--- src/rtl/mfr_cfg.svh ---
// constants for the malfunction fault response block
`ifndef MFR_CFG_SVH
`define MFR_CFG_SVH
`define MFR_ADDR_W      16
`define MFR_DATA_W      8
`define MFR_CODE_W      13
`define MFR_SEG_N       4
`define MFR_SEG_IDX_W   2
`define MFR_SEG_LO      16'h0000
`define MFR_SEG_HI      16'h3fff
`define MFR_RIGHTS_RST  12'h000
`define MFR_STOP_CYC    4'h8
`define MFR_CNT_W       4
`define MFR_CNT_ZERO    4'h0
`define MFR_CNT_ONE     4'h1
`endif

--- src/rtl/mfr_pkg.sv ---
// types shared by the malfunction fault response block
`include "mfr_cfg.svh"
package mfr_pkg;
  // one access request from the cpu
  typedef struct packed {
    logic                    valid;
    logic                    write;
    logic                    fetch;
    logic [`MFR_ADDR_W-1:0]  addr;
  } mfr_access_type;
  // per segment rights: read, write, execute
  typedef struct packed {
    logic rd;
    logic wr;
    logic ex;
  } mfr_right_type;
  typedef mfr_right_type [`MFR_SEG_N-1:0] mfr_rights_type;
  // dual-rail transfer with parity
  typedef struct packed {
    logic                    valid;
    logic [`MFR_DATA_W-1:0]  data_t;
    logic [`MFR_DATA_W-1:0]  data_f;
    logic                    parity;
  } mfr_xfer_type;
  typedef enum logic [1:0] {
    MFR_RUN  = 2'b01,
    MFR_STOP = 2'b10
  } mfr_mode_type;
endpackage : mfr_pkg

--- src/rtl/mfr_top.sv ---
// malfunction detection, stop sequencing, segment guard and transfer check
`timescale 1ns/100ps
`default_nettype none
`include "mfr_cfg.svh"
// How it works
// [RULE1] a detected or likely malfunction sends the block from run into the stopped state.
// [RULE2] in the stopped state cpu reset and halt are asserted and all i/o is disabled.
// [RULE3] while stopped every register of the block returns to its reset value; the code keeps the alarm sync flops running.
// [RULE4] a nonvolatile word with two or more bad bits raises an exception pulse to the cpu; the code flags only even-weight errors with a nonzero syndrome.
// [RULE5] a nonvolatile word with one bad bit is delivered corrected with no exception.
// [RULE6] each segment access is granted or denied from its address alone; the code also uses the access type and that segment's rights.
// [RULE7] software sets segmentation and rights through dedicated configuration inputs.
// [RULE8] accesses outside the target range or segment rights, or cpu faults, are malfunctions.
// [RULE9] internal transfers carry dual-rail data plus parity so corruption is detectable.
// [RULE10] a parity or dual-rail mismatch is a malfunction and triggers the stopped state.
module mfr_top
  import mfr_pkg::*;
(
  input  wire logic                   sys_clk,
  input  wire logic                   reset,
  input  wire logic                   sensor_alarm,
  input  wire logic                   cpu_fault,
  input  wire mfr_access_type         access,
  input  wire logic                   cfg_write,
  input  wire logic [`MFR_ADDR_W-1:0] cfg_base,
  input  wire logic [`MFR_ADDR_W-1:0] cfg_span,
  input  wire mfr_rights_type         cfg_rights,
  input  wire mfr_xfer_type           xfer,
  input  wire logic                   nvm_valid,
  input  wire logic [`MFR_CODE_W-1:0] nvm_code,
  output logic                        access_grant,
  output logic                        access_deny,
  output logic                        nvm_data_valid,
  output logic [`MFR_DATA_W-1:0]      nvm_data,
  output logic                        nvm_exception,
  output logic                        cpu_reset,
  output logic                        cpu_halt,
  output logic                        io_disable,
  output logic                        stopped
);
  //////////////////////////////////////////////////////////////////////////////
  typedef struct packed {
    mfr_mode_type            mode;
    logic [`MFR_CNT_W-1:0]   cnt;
    logic                    alarm_sync;
    logic                    alarm_meta;
    logic [`MFR_ADDR_W-1:0]  base;
    logic [`MFR_ADDR_W-1:0]  span;
    mfr_rights_type          rights;
    logic                    grant;
    logic                    deny;
  } mfr_state_type;

  mfr_state_type st;
  mfr_state_type next_st;
  logic          ecc_valid;
  logic [`MFR_DATA_W-1:0] ecc_data;
  logic          ecc_multi;
  logic          ecc_fix;
  logic          seg_viol;
  logic          xfer_bad;
  logic          malfunction;
  logic          core_reset;

  // segment index from the top offset bits above base, zero for a zero span
  function automatic logic [`MFR_SEG_IDX_W-1:0] mfr_seg_of(
    input logic [`MFR_ADDR_W-1:0] a, input logic [`MFR_ADDR_W-1:0] b,
    input logic [`MFR_ADDR_W-1:0] s);
    logic [`MFR_ADDR_W-1:0] off;
    off = a - b;
    return off[`MFR_ADDR_W-1 -: `MFR_SEG_IDX_W] & {`MFR_SEG_IDX_W{s != '0}};
  endfunction : mfr_seg_of

  function automatic logic mfr_allowed(input mfr_access_type a, input mfr_right_type r);
    return a.fetch ? r.ex : (a.write ? r.wr : r.rd);
  endfunction : mfr_allowed

  //////////////////////////////////////////////////////////////////////////////
  // the stopped state also scrubs the ecc decoder
  assign core_reset = reset || (st.mode == MFR_STOP);                   // RULE3

  mfr_ecc u_ecc (
    .sys_clk    (sys_clk),
    .reset      (core_reset),
    .code_valid (nvm_valid),
    .code       (nvm_code),
    .data_valid (ecc_valid),
    .data       (ecc_data),
    .single_fix (ecc_fix),
    .multi_err  (ecc_multi)
  );

  //////////////////////////////////////////////////////////////////////////////
  always_comb
  begin
    logic in_range;
    logic [`MFR_SEG_IDX_W-1:0] idx;
    in_range = (access.addr >= st.base) && (access.addr - st.base < st.span); // RULE6
    idx      = mfr_seg_of(access.addr, st.base, st.span);
    seg_viol = access.valid && st.mode == MFR_RUN
               && (!in_range || !mfr_allowed(access, st.rights[idx]));      // RULE8
  end

  // each rail must be the other's complement and parity must match
  assign xfer_bad = xfer.valid
                    && ((xfer.data_t != ~xfer.data_f)
                        || (^xfer.data_t != xfer.parity));                // RULE9
  assign malfunction = st.alarm_sync || cpu_fault || seg_viol
                       || xfer_bad;                                        // RULE10

  always_comb
  begin
    next_st = st;
    // sensor level is asynchronous: two flops, and only the second is read
    next_st.alarm_meta = sensor_alarm;
    next_st.alarm_sync = st.alarm_meta;
    next_st.grant = 1'b0;
    next_st.deny  = 1'b0;
    case (st.mode)
      MFR_RUN:
      begin
        if (cfg_write)
        begin
          next_st.base   = cfg_base;                                        // RULE7
          next_st.span   = cfg_span;
          next_st.rights = cfg_rights;
        end
        next_st.grant = access.valid && !seg_viol;                          // RULE6
        next_st.deny  = seg_viol;
        if (malfunction)
        begin
          next_st.mode = MFR_STOP;                                          // RULE1
          next_st.cnt  = `MFR_STOP_CYC;
        end
      end
      MFR_STOP:
      begin
        // registers go back to reset values; sensor sync keeps watching
        next_st.base   = `MFR_SEG_LO;                                       // RULE3
        next_st.span   = `MFR_SEG_HI;
        next_st.rights = `MFR_RIGHTS_RST;
        // a lasting alarm keeps the chip stopped; the count restarts each cycle
        if (st.alarm_sync)
          next_st.cnt = `MFR_STOP_CYC;
        else if (st.cnt != `MFR_CNT_ZERO)
          next_st.cnt = st.cnt - `MFR_CNT_ONE;
        else
          next_st.mode = MFR_RUN;
      end
      default:
        next_st.mode = MFR_STOP;
    endcase
  end

  always_ff @(posedge sys_clk)
    if (reset)
    begin
      st        <= '0;
      st.mode   <= MFR_RUN;
      st.base   <= `MFR_SEG_LO;
      st.span   <= `MFR_SEG_HI;
      st.rights <= `MFR_RIGHTS_RST;
    end
    else
      st <= next_st;

  //////////////////////////////////////////////////////////////////////////////
  assign stopped        = (st.mode == MFR_STOP);
  assign cpu_reset      = stopped;                                          // RULE2
  assign cpu_halt       = stopped;
  assign io_disable     = stopped;
  assign access_grant   = st.grant;
  assign access_deny    = st.deny;
  assign nvm_data_valid = ecc_valid;
  assign nvm_data       = ecc_data;                                         // RULE5
  assign nvm_exception  = ecc_multi;                                        // RULE4
endmodule : mfr_top
`default_nettype wire

--- src/rtl/mfr_ecc.sv ---
// single-error-correct double-error-detect decoder for nonvolatile words
`timescale 1ns/100ps
`default_nettype none
`include "mfr_cfg.svh"
module mfr_ecc
  import mfr_pkg::*;
(
  input  wire logic                   sys_clk,
  input  wire logic                   reset,
  input  wire logic                   code_valid,
  input  wire logic [`MFR_CODE_W-1:0] code,
  output logic                        data_valid,
  output logic [`MFR_DATA_W-1:0]      data,
  output logic                        single_fix,
  output logic                        multi_err
);
  // hamming(12,8) positions 1..12, bit 0 is overall parity
  typedef struct packed {
    logic                   data_valid;
    logic [`MFR_DATA_W-1:0] data;
    logic                   single_fix;
    logic                   multi_err;
  } mfr_ecc_state_type;

  mfr_ecc_state_type st;
  mfr_ecc_state_type next_st;

  function automatic logic [3:0] mfr_syndrome(input logic [`MFR_CODE_W-1:0] c);
    logic [3:0] s;
    s = 4'h0;
    for (int i = 1; i < `MFR_CODE_W; i++)
      if (c[i])
        s = s ^ i[3:0];
    return s;
  endfunction : mfr_syndrome

  always_comb
  begin
    logic [3:0]             syn;
    logic                   par;
    logic [`MFR_CODE_W-1:0] fixed;
    syn     = mfr_syndrome(code);
    par     = ^code;
    fixed   = code;
    next_st = st;
    next_st.data_valid = code_valid;
    next_st.single_fix = 1'b0;
    next_st.multi_err  = 1'b0;
    if (code_valid)
    begin
      if (syn != 4'h0 && !par)
        next_st.multi_err = 1'b1;                     // RULE4
      else if (par)
      begin
        next_st.single_fix = 1'b1;                    // RULE5
        if (syn < 4'hd)
          fixed[syn] = ~fixed[syn];
      end
      next_st.data = {fixed[12:9], fixed[7:5], fixed[3]};
    end
  end

  always_ff @(posedge sys_clk)
    if (reset)
      st <= '0;
    else
      st <= next_st;

  assign data_valid = st.data_valid;
  assign data       = st.data;
  assign single_fix = st.single_fix;
  assign multi_err  = st.multi_err;
endmodule : mfr_ecc
`default_nettype wire

--- config.mk ---
export PLATFORM = sky130hd
export DESIGN_NAME = mfr_top
export DESIGN_NICKNAME = d
export VERILOG_FILES = /design/src/rtl/mfr_pkg.sv /design/src/rtl/mfr_top.sv /design/src/rtl/mfr_ecc.sv
export VERILOG_INCLUDE_DIRS = /design/src /design/src/rtl
export SDC_FILE = /design/constraint.sdc
export NUM_CORES = 1
export LEC_CHECK = 0
export BUFFER_PORTS_ARGS = -buffer_cell sky130_fd_sc_hd__buf_2
export CORE_MARGIN = 10
export CORE_UTILIZATION = 33
export CTS_CLUSTER_SIZE = 12
export DETAILED_ROUTE_END_ITERATION = 10
export PLACE_DENSITY_LB_ADDON = 0.12
export SKIP_CTS_REPAIR_TIMING = 1
export SLEW_MARGIN = 10
export SYNTH_ARGS = -nofsm -noshare
export SYNTH_HDL_FRONTEND = slang
export SYNTH_HIERARCHICAL = 1
export SYNTH_SLANG_ARGS = --single-unit
--- constraint.sdc ---
create_clock -name sys_clk -period 3.85 [get_ports sys_clk]
set_input_delay 0.1925 -clock sys_clk [delete_from_list [all_inputs] [get_ports sys_clk]]
set_output_delay 0.1925 -clock sys_clk [all_outputs]
set_load 0.01 [all_outputs]
# Yosys cells after proc, flatten, opt, wreduce, memory -nomap -nowiden
# Index checks and enable logic that the tools add are counted.
[word_totals]
regBits = 64
input_bits = 100
wordCells = 118
[classes]
bitwise_logic = 16
n_mux = 34
n_reduce_logical = 28
magnitude_cmp = 6
n_addsub = 2
eq_ne = 9
[op_table]
columns = ["op", "count"]
rows = [
  ["case mux 44 bit (2 select lines)", 1],
  ["2-to-1 mux 44 bit", 1],
  ["2-to-1 mux 13 bit", 3],
  ["2-to-1 mux 4 bit", 7],
  ["greater-or-equal comparator 16 bit", 1],
  ["less-than comparator 16 bit", 1],
  ["nonzero test 16 bit", 1],
  ["subtractor 16 bit", 1],
  ["2-to-1 mux 3 bit", 5],
  ["bitwise mux 13 bit", 1],
  ["XOR reduction 13 bit", 1],
  ["inverter 2 bit", 6],
  ["2-to-1 mux 2 bit", 4],
  ["inequality test 2 bit, second input constant", 4],
  ["inequality test 8 bit", 1],
  ["inverter 8 bit", 1],
  ["case mux 4 bit (2 select lines)", 1],
  ["nonzero test 4 bit", 2],
  ["XOR reduction 8 bit", 1],
  ["logical AND 1 bit", 7],
  ["binary-select mux 3 bit (select 2 bit)", 1],
  ["logical OR 1 bit", 6],
  ["2-to-1 mux 1 bit", 6],
  ["2-to-1 mux 6 bit", 1],
  ["other kinds (21)", 31],
]

# Longest topological paths before layout
# Gate-level depths: netlist of run 1.
[depth]
word_depth = 28
mapped_depth = 21

# Modules after synthesis
# The synthesis of run 1 kept the hierarchy.
[modules_own_cells]
columns = ["module", "seq_area_each_um2", "area_each_um2", "cells_per_inst", "instances"]
rows = [
  ["mfr_top", 1081.0, 3686.0, 473, 1],
  ["mfr_ecc", 220.2, 1177.4, 126, 1],
]

# Worst setup path after synthesis of run 1
# No wires, ideal clock.
[synth_path]
kind = "register to register"
from = "register st[32] (netlist bit)"
to = "register st[52] (netlist bit)"
required_time_ps = 3730
path_slack_ps = -40
synth_period_minus_slack_ps = 3890
stages_incl_launch_ff = 22
arrival_time_ps = 3771
setup_ps = 120
cell_sequence = "dfxtp_1 inv_1 ha_1 a21oi_2 a21oi_2 o41ai_2 nand2_1 nand2_1 nand2_1 a21o_1 a21oi_1 xnor2_1 ha_1 a21oi_1 nor2b_1 o21ai_0 nand4_1 a311oi_1 nand4_1 a31o_1 and2_4 o31a_1"
[synth_via]
elab_chain_len = 13
word_cells_on_any_way = 17
[synth_rtl]
columns = ["item", "line_no", "text"]
rows = [
  ["from (decl)", "mfr_top.sv:54", "mfr_state_type st;"],
  ["from (signal assigned)", "mfr_top.sv:165", "st <= next_st;"],
  ["parallel branches: the longest is 7 deep, another holds subtractor 16 bit", "--", ""],
  ["logical OR 1 bit *", "mfr_top.sv:101", "&& (!in_range || !mfr_allowed(access, st.rights[idx]));"],
  ["logical AND 1 bit *", "mfr_top.sv:101", ""],
  ["logical OR 1 bit *", "mfr_top.sv:108", "assign malfunction = st.alarm_sync || cpu_fault || seg_viol"],
  ["logical OR 1 bit *", "mfr_top.sv:109", "|| xfer_bad;"],
  ["inequality test 2 bit (no line) *", "--", ""],
  ["AND reduction 3 bit (no line) *", "--", ""],
]
# Mark *: on every way between the ends. The select of a mux whose other input is x is not followed.
# A chain may end at the register's enable or synchronous reset.

# Worst setup path after layout of run 1
[layout_path]
from = "register st[32] (netlist bit)"
to = "register st[50] (netlist bit)"
# The elaborated chain is that of the path after synthesis.

==> flow_metrics.tcl, run 1 <==
set metrics [dict create \
    status "complete, but fails checks" \
    violations "negative setup slack" \
    final_nets 861 \
    drc 0 \
    grt_pass1_wl_um 23600 \
    post-route-period-util_pct 100 \
    mappedNetlistArea_um2 4830 \
    min_path_cells 2 \
    num_vias 4627 \
    drt-pass1-iter-count 4 \
    drtIter0Drc 216 \
    design.die.area_um2 19900 \
    pin_count 116 \
    die_x_um 141 \
    design_power_total_uw 4430 \
    area.growth.synth_to_final_pct 28.0 \
    r2r_end "st[50]$_SDFFE_PP0P_" \
    drive_gt1_share_pct 28.6 \
    cts.clk_slew.worst_paths_ps 50 \
    worstMarginPinSlew_ps 960 \
    ctsRootBufferMaster "clkbuf_16" \
    rsz0062_at_grt "true" \
    yosys_warnings 6 \
    final_cell_mix "buf_2, nor2_1, a21oi_1" \
    finalSetupViolCount 1 \
    finalNonFillerCells 915 \
    r2r_slack_ps -10 \
    p_leak_uw 0.00283 \
    num-fill-cells 1507 \
    place.gp.congestion 0.908 \
    dp_hpwl_um 11900 \
    coreArea_um2 14400 \
    grt_pass1_vias 4867 \
    initial_core_util_pct 33.5 \
    fin_skew_ps 5.95 \
    syn_nets 732 \
    grt_overflow_total 0 \
    cp-end-kind "register" \
    die_h_um 141 \
    antenna_left 0 \
    wl_per_cell_um 16.0 \
    timing.fmax_mhz 259 \
    cp_data_arrival_time_ps 4080 \
    finalHoldViolCount 0 \
    max_cap_violations 0 \
    r2r-start "st[32]$_SDFFE_PP0P_" \
    layout_commonest_cell "buf_2" \
    dpl.cell_count 895 \
    hold_end "next_st[47]$_SDFF_PP0_" \
    via_per_inst 5.06 \
    wirelength_um 14600 \
    port_buffers 115 \
    min_from "sensor_alarm" \
    fin_crit_ps 3860 \
    antenna_found_initial 2 \
    ctsHtreeMaxLevel 3 \
    grt_max_degree 33 \
    ir_worst_vdd_mv 0.240 \
    timing.final.ws_setup_ps -9.52 \
    clkLatencyLatePin_ps 330 \
    cts_made_buffers 9 \
    slew_headroom_pct 35.7 \
    power.density_nw_per_um2 716 \
    hold_slack_ps 69.5 \
    avgSynthCellArea_um2 8.10 \
    cts_tree "done" \
    hold_class "input port to register" \
    path_class "register to register" \
    synth_cells 596 \
    r2r.worst_path.cells 22 \
    required_ps 4070 \
    grt_use_total_pct 14.5 \
    worstSetupStartpointType "register" \
    clock_path_buffers 2 \
    clock-sinks 64 \
    finalMaxSlewViolations 0 \
    critPathMaxFanout 3 \
    row_count 44 \
]
## critical path, stage by stage, from the launching register on
cell	delay, ps
dfxtp_2	330
inv_2	40
ha_4	220
a21oi_4	160
a21oi_4	80
o41ai_4	310
nand2_1	110
nand2_1	90
nand2_2	60
a21o_1	190
a21oi_2	130
xnor2_1	140
ha_1	270
a21oi_1	120
nor2b_1	60
o21ai_1	110
nand4_1	170
a311oi_1	300
nand4_1	180
buf_4	190
a32oi_2	230
nor2_1	90
a21o_1	160
## power by group
group          internal (uW)  leakage [uW]  switching (uW)
Clock                    620      0.000163             289
Combinational           1120       0.00214            1400
Sequential               879      0.000529             123
## how the worst max path moves through the flow
| stage | slack, ps | to | from |
|---|---|---|---|
| CTS | -260 | st[50]$_SDFFE_PP0P_ | st[34]$_SDFFE_PP0P_ |
| global route | -230 | st[52]$_SDFFE_PP1P_ | st[32]$_SDFFE_PP0P_ |
| floorplan | 20 | st[52]$_SDFFE_PP1P_ | st[34]$_SDFFE_PP0P_ |
| finish | -10 | st[50]$_SDFFE_PP0P_ | st[32]$_SDFFE_PP0P_ |
| global placement | -140 | st[52]$_SDFFE_PP1P_ | st[34]$_SDFFE_PP0P_ |
| detailed placement | -250 | st[50]$_SDFFE_PP0P_ | st[34]$_SDFFE_PP0P_ |
## layer usage
| metal | part of all wire, % | GRT usage, % | wire length (um) | up-vias |
|---|---|---|---|---|
| met5 | 0.082 | 0 | 12 | - |
| met3 | 5.2 | 3.86 | 755 | 18 |
| li1 | - | - | - | 2374 |
| met1 | 45 | 17.6 | 6510 | 2151 |
| met2 | 49 | 24.5 | 7190 | 82 |
| met4 | 1.1 | 3.91 | 167 | 2 |
## stage by stage
stage	area, um^2	setup WS [ps]	utilization, %	setup TNS [ps]
2_1_floorplan	4830	15.2	-	0
3_3_place_gp	5690	-143	39.5	-517
3_5_place_dp	5690	-252	39.5	-1310
4_1_cts	6030	-260	41.8	-1400
5_1_grt	6180	-231	42.8	-1280
6_report	6180	-9.52	42.9	-9.52
## flip-flops by register name, summed over array words and instances (netlist names)
name              count
u_ecc/data_valid      1
u_ecc/multi_err       1
access_grant          1
st                   51
u_ecc/data            8
next_st               1
access_deny           1
## cell type report
| class | count | area (um^2) | area share, % |
|---|---|---|---|
| clock inverter | 2 | 60.1 | 0.971 |
| clock buffer | 14 | 274 | 4.43 |
| tap | 184 | 230 | 3.72 |
| sequential | 64 | 1280 | 20.8 |
| antenna | 1 | 2.50 | 0.0405 |
| timing repair buffer | 140 | 763 | 12.3 |
| multi-input combinational | 459 | 3380 | 54.6 |
| inverter | 51 | 191 | 3.10 |
No activity file was read; power rests on OpenSTA's default activity.
==> inputs of run 2 (changes only) <==
Clock period 3.85 ns to 3.7 ns, I/O delays scaled along.
==> run 2 against run 1 <==
The run still ends with negative setup slack left. Utilization fell by 0.72 points. Flip-flop and latch count unchanged. First-iteration DRC count grew 27%. Die area did not move. Sequential share of layout area up 0.35 points. Non-clock buffer count is 1 lower. Critical path type unchanged. Critical endpoint is now st[52]$_SDFFE_PP1P_. Largest power group unchanged. Highest routed layer is now met4.
==> flow_metrics.tcl, run 2 (synthesized netlist as in run 1, its figures left out) <==
set metrics [dict create \
    cp_top_family "compound AO/OA/AOI/OAI gates" \
    cts_tree "done" \
    min_path_cells 2 \
    initial_core_util_pct 33.5 \
    antenna_left 0 \
    violations "negative setup slack" \
    use_met1_pct 17.2 \
    finalMaxSlewViolations 0 \
    path_buf_inv 1 \
    met2_usage_pct 24.7 \
    hold_class "input port to register" \
    fin_skew_ps 5.22 \
    clock-sinks 64 \
    drtIter0Drc 275 \
    critPathMaxFanout 4 \
    cts.clk_slew.worst_paths_ps 50 \
    grt_overflow_total 0 \
    r2r_end "st[52]$_SDFFE_PP1P_" \
    final_nets 860 \
    grt_pass1_wl_um 23500 \
    design.die.area_um2 19900 \
    timing.fmax_mhz 252 \
    busiest_layer "met2" \
    wirelength_um 14600 \
    rsz0062_at_grt "true" \
    dp_hpwl_um 11900 \
    cp_data_arrival_time_ps 4190 \
    stdcell_area_um2 6080 \
    grt_max_degree 33 \
    cts_made_buffers 9 \
    cp-end-kind "register" \
    required_ps 3930 \
    via_per_inst 5.10 \
    status "complete, but fails checks" \
    placed_cell_area_um2 5740 \
    grt_use_total_pct 14.5 \
    wl_per_cell_um 16.0 \
    crit_slowest_cell "o41ai_2" \
    fin_crit_ps 3970 \
    antennaDiodeCount 0 \
    r2r-start "st[34]$_SDFFE_PP0P_" \
    path_class "register to register" \
    coreArea_um2 14400 \
    timing.final.ws_setup_ps -267 \
    area.growth.synth_to_final_pct 25.9 \
    die_x_um 141 \
    drc 0 \
    num-fill-cells 1504 \
    layout_commonest_cell "buf_2" \
    r2r.worst_path.cells 21 \
    met3_usage_pct 3.09 \
    worstMarginPinSlew_ps 929 \
    min_from "sensor_alarm" \
    place.gp.congestion 0.876 \
    cpMostUsedCell "nand2_1" \
    regMostFlops "st" \
    power.density_nw_per_um2 734 \
    port_buffers 115 \
    die_h_um 141 \
    max_cap_violations 0 \
    antenna_found_initial 0 \
    slowest_delay_ps 410 \
    ctsRootBufferMaster "clkbuf_16" \
    clkLatencyLatePin_ps 340 \
    drt-pass1-iter-count 4 \
    hold_slack_ps 62.7 \
    pin_count 116 \
    finalHoldViolCount 0 \
    grt_pass1_vias 4798 \
    row_count 44 \
    cp_cell_sequence "inv_2 > ha_4 > a21oi_4 > nor2b_2 > o41ai_2 > nand2_1 > nand2_1 > nand2_1 > a21o_1 > a21oi_2 > xnor2_1 > ha_1 > a21oi_2 > nor2b_1 > o21ai_1 > nand4_1 > a311oi_1 > nand4_1 > a31o_1 > and2_4 > o31a_1" \
    worstSetupStartpointType "register" \
    largest_register_ffs 51 \
    final_cell_mix "buf_2, nor2_1, a21oi_1" \
    r2r_slack_ps -270 \
    p_leak_uw 0.00281 \
    ir_worst_vdd_mv 0.280 \
    ctsHtreeMaxLevel 3 \
    drive_gt1_share_pct 27.7 \
    post-route-period-util_pct 107 \
    finalSetupViolCount 6 \
    hold_end "next_st[47]$_SDFF_PP0_" \
    clock_path_buffers 2 \
    slew_headroom_pct 37.8 \
    num_vias 4657 \
]
[run 2: worst register-to-register path: stages, from the launching register on]
cell	delay (ps)
dfxtp_2	330
inv_2	40
ha_4	230
a21oi_4	140
nor2b_2	60
o41ai_2	410
nand2_1	130
nand2_1	70
nand2_1	70
a21o_1	190
a21oi_2	150
xnor2_1	130
ha_1	270
a21oi_2	150
nor2b_1	50
o21ai_1	110
nand4_1	160
a311oi_1	290
nand4_1	240
a31o_1	260
and2_4	150
o31a_1	230
[run 2: worst max-delay path by stage]
| stage | start | endpoint | cells after the start | slack, ps |
|---|---|---|---|---|
| 6_report | st[34]$_SDFFE_PP0P_ | st[52]$_SDFFE_PP1P_ | 21 | -270 |
| 5_1_grt | st[34]$_SDFFE_PP0P_ | st[52]$_SDFFE_PP1P_ | 22 | -410 |
| 4_1_cts | st[34]$_SDFFE_PP0P_ | st[52]$_SDFFE_PP1P_ | 22 | -240 |
| 2_1_floorplan | st[34]$_SDFFE_PP0P_ | st[52]$_SDFFE_PP1P_ | 21 | 2 |
| 3_3_place_gp | st[34]$_SDFFE_PP0P_ | st[52]$_SDFFE_PP1P_ | 22 | -80 |
| 3_5_place_dp | access[0] | st[52]$_SDFFE_PP1P_ | 21 | -240 |
[run 2: routing by layer]
layer	routed length [um]	vias to the layer above
met3	515	16
met1	6620	2175
li1	-	2375
met2	7190	91
met4	250	0
met5	0	-
[run 2: final cells by class]
cell class,count,area [um^2],area share (%)
inverter,51,191,3.15
clock buffer,13,260,4.28
sequential,64,1280,21.1
multi-input combinational,459,3320,54.6
clock inverter,3,40.0,0.659
timing repair buffer,139,756,12.4
tap,184,230,3.79
[run 2: where the power goes]
part / internal (uW) / leakage [uW] / total (uW) / switching [uW]
combinational: 1140 / 0.00213 / 2560 / 1420
clock: 556 / 0.000150 / 860 / 305
sequential: 915 / 0.000529 / 1040 / 126
[run 2: stage by stage]
| step | setup slack [ps] | cells | setup TNS [ps] | util (%) | power (uW) |
|---|---|---|---|---|---|
| 6_report | -267 | 913 | -1270 | 42.1 | 4460 |
| 4_1_cts | -244 | 912 | -1150 | 41.9 | 4450 |
| 2_1_floorplan | 2.13 | 596 | 0 | - | 2860 |
| 3_5_place_dp | -240 | 896 | -1080 | 39.8 | 3560 |
| 3_3_place_gp | -81.7 | 896 | -108 | 39.8 | 3520 |
| 5_1_grt | -409 | 913 | -2510 | 42.1 | 4870 |
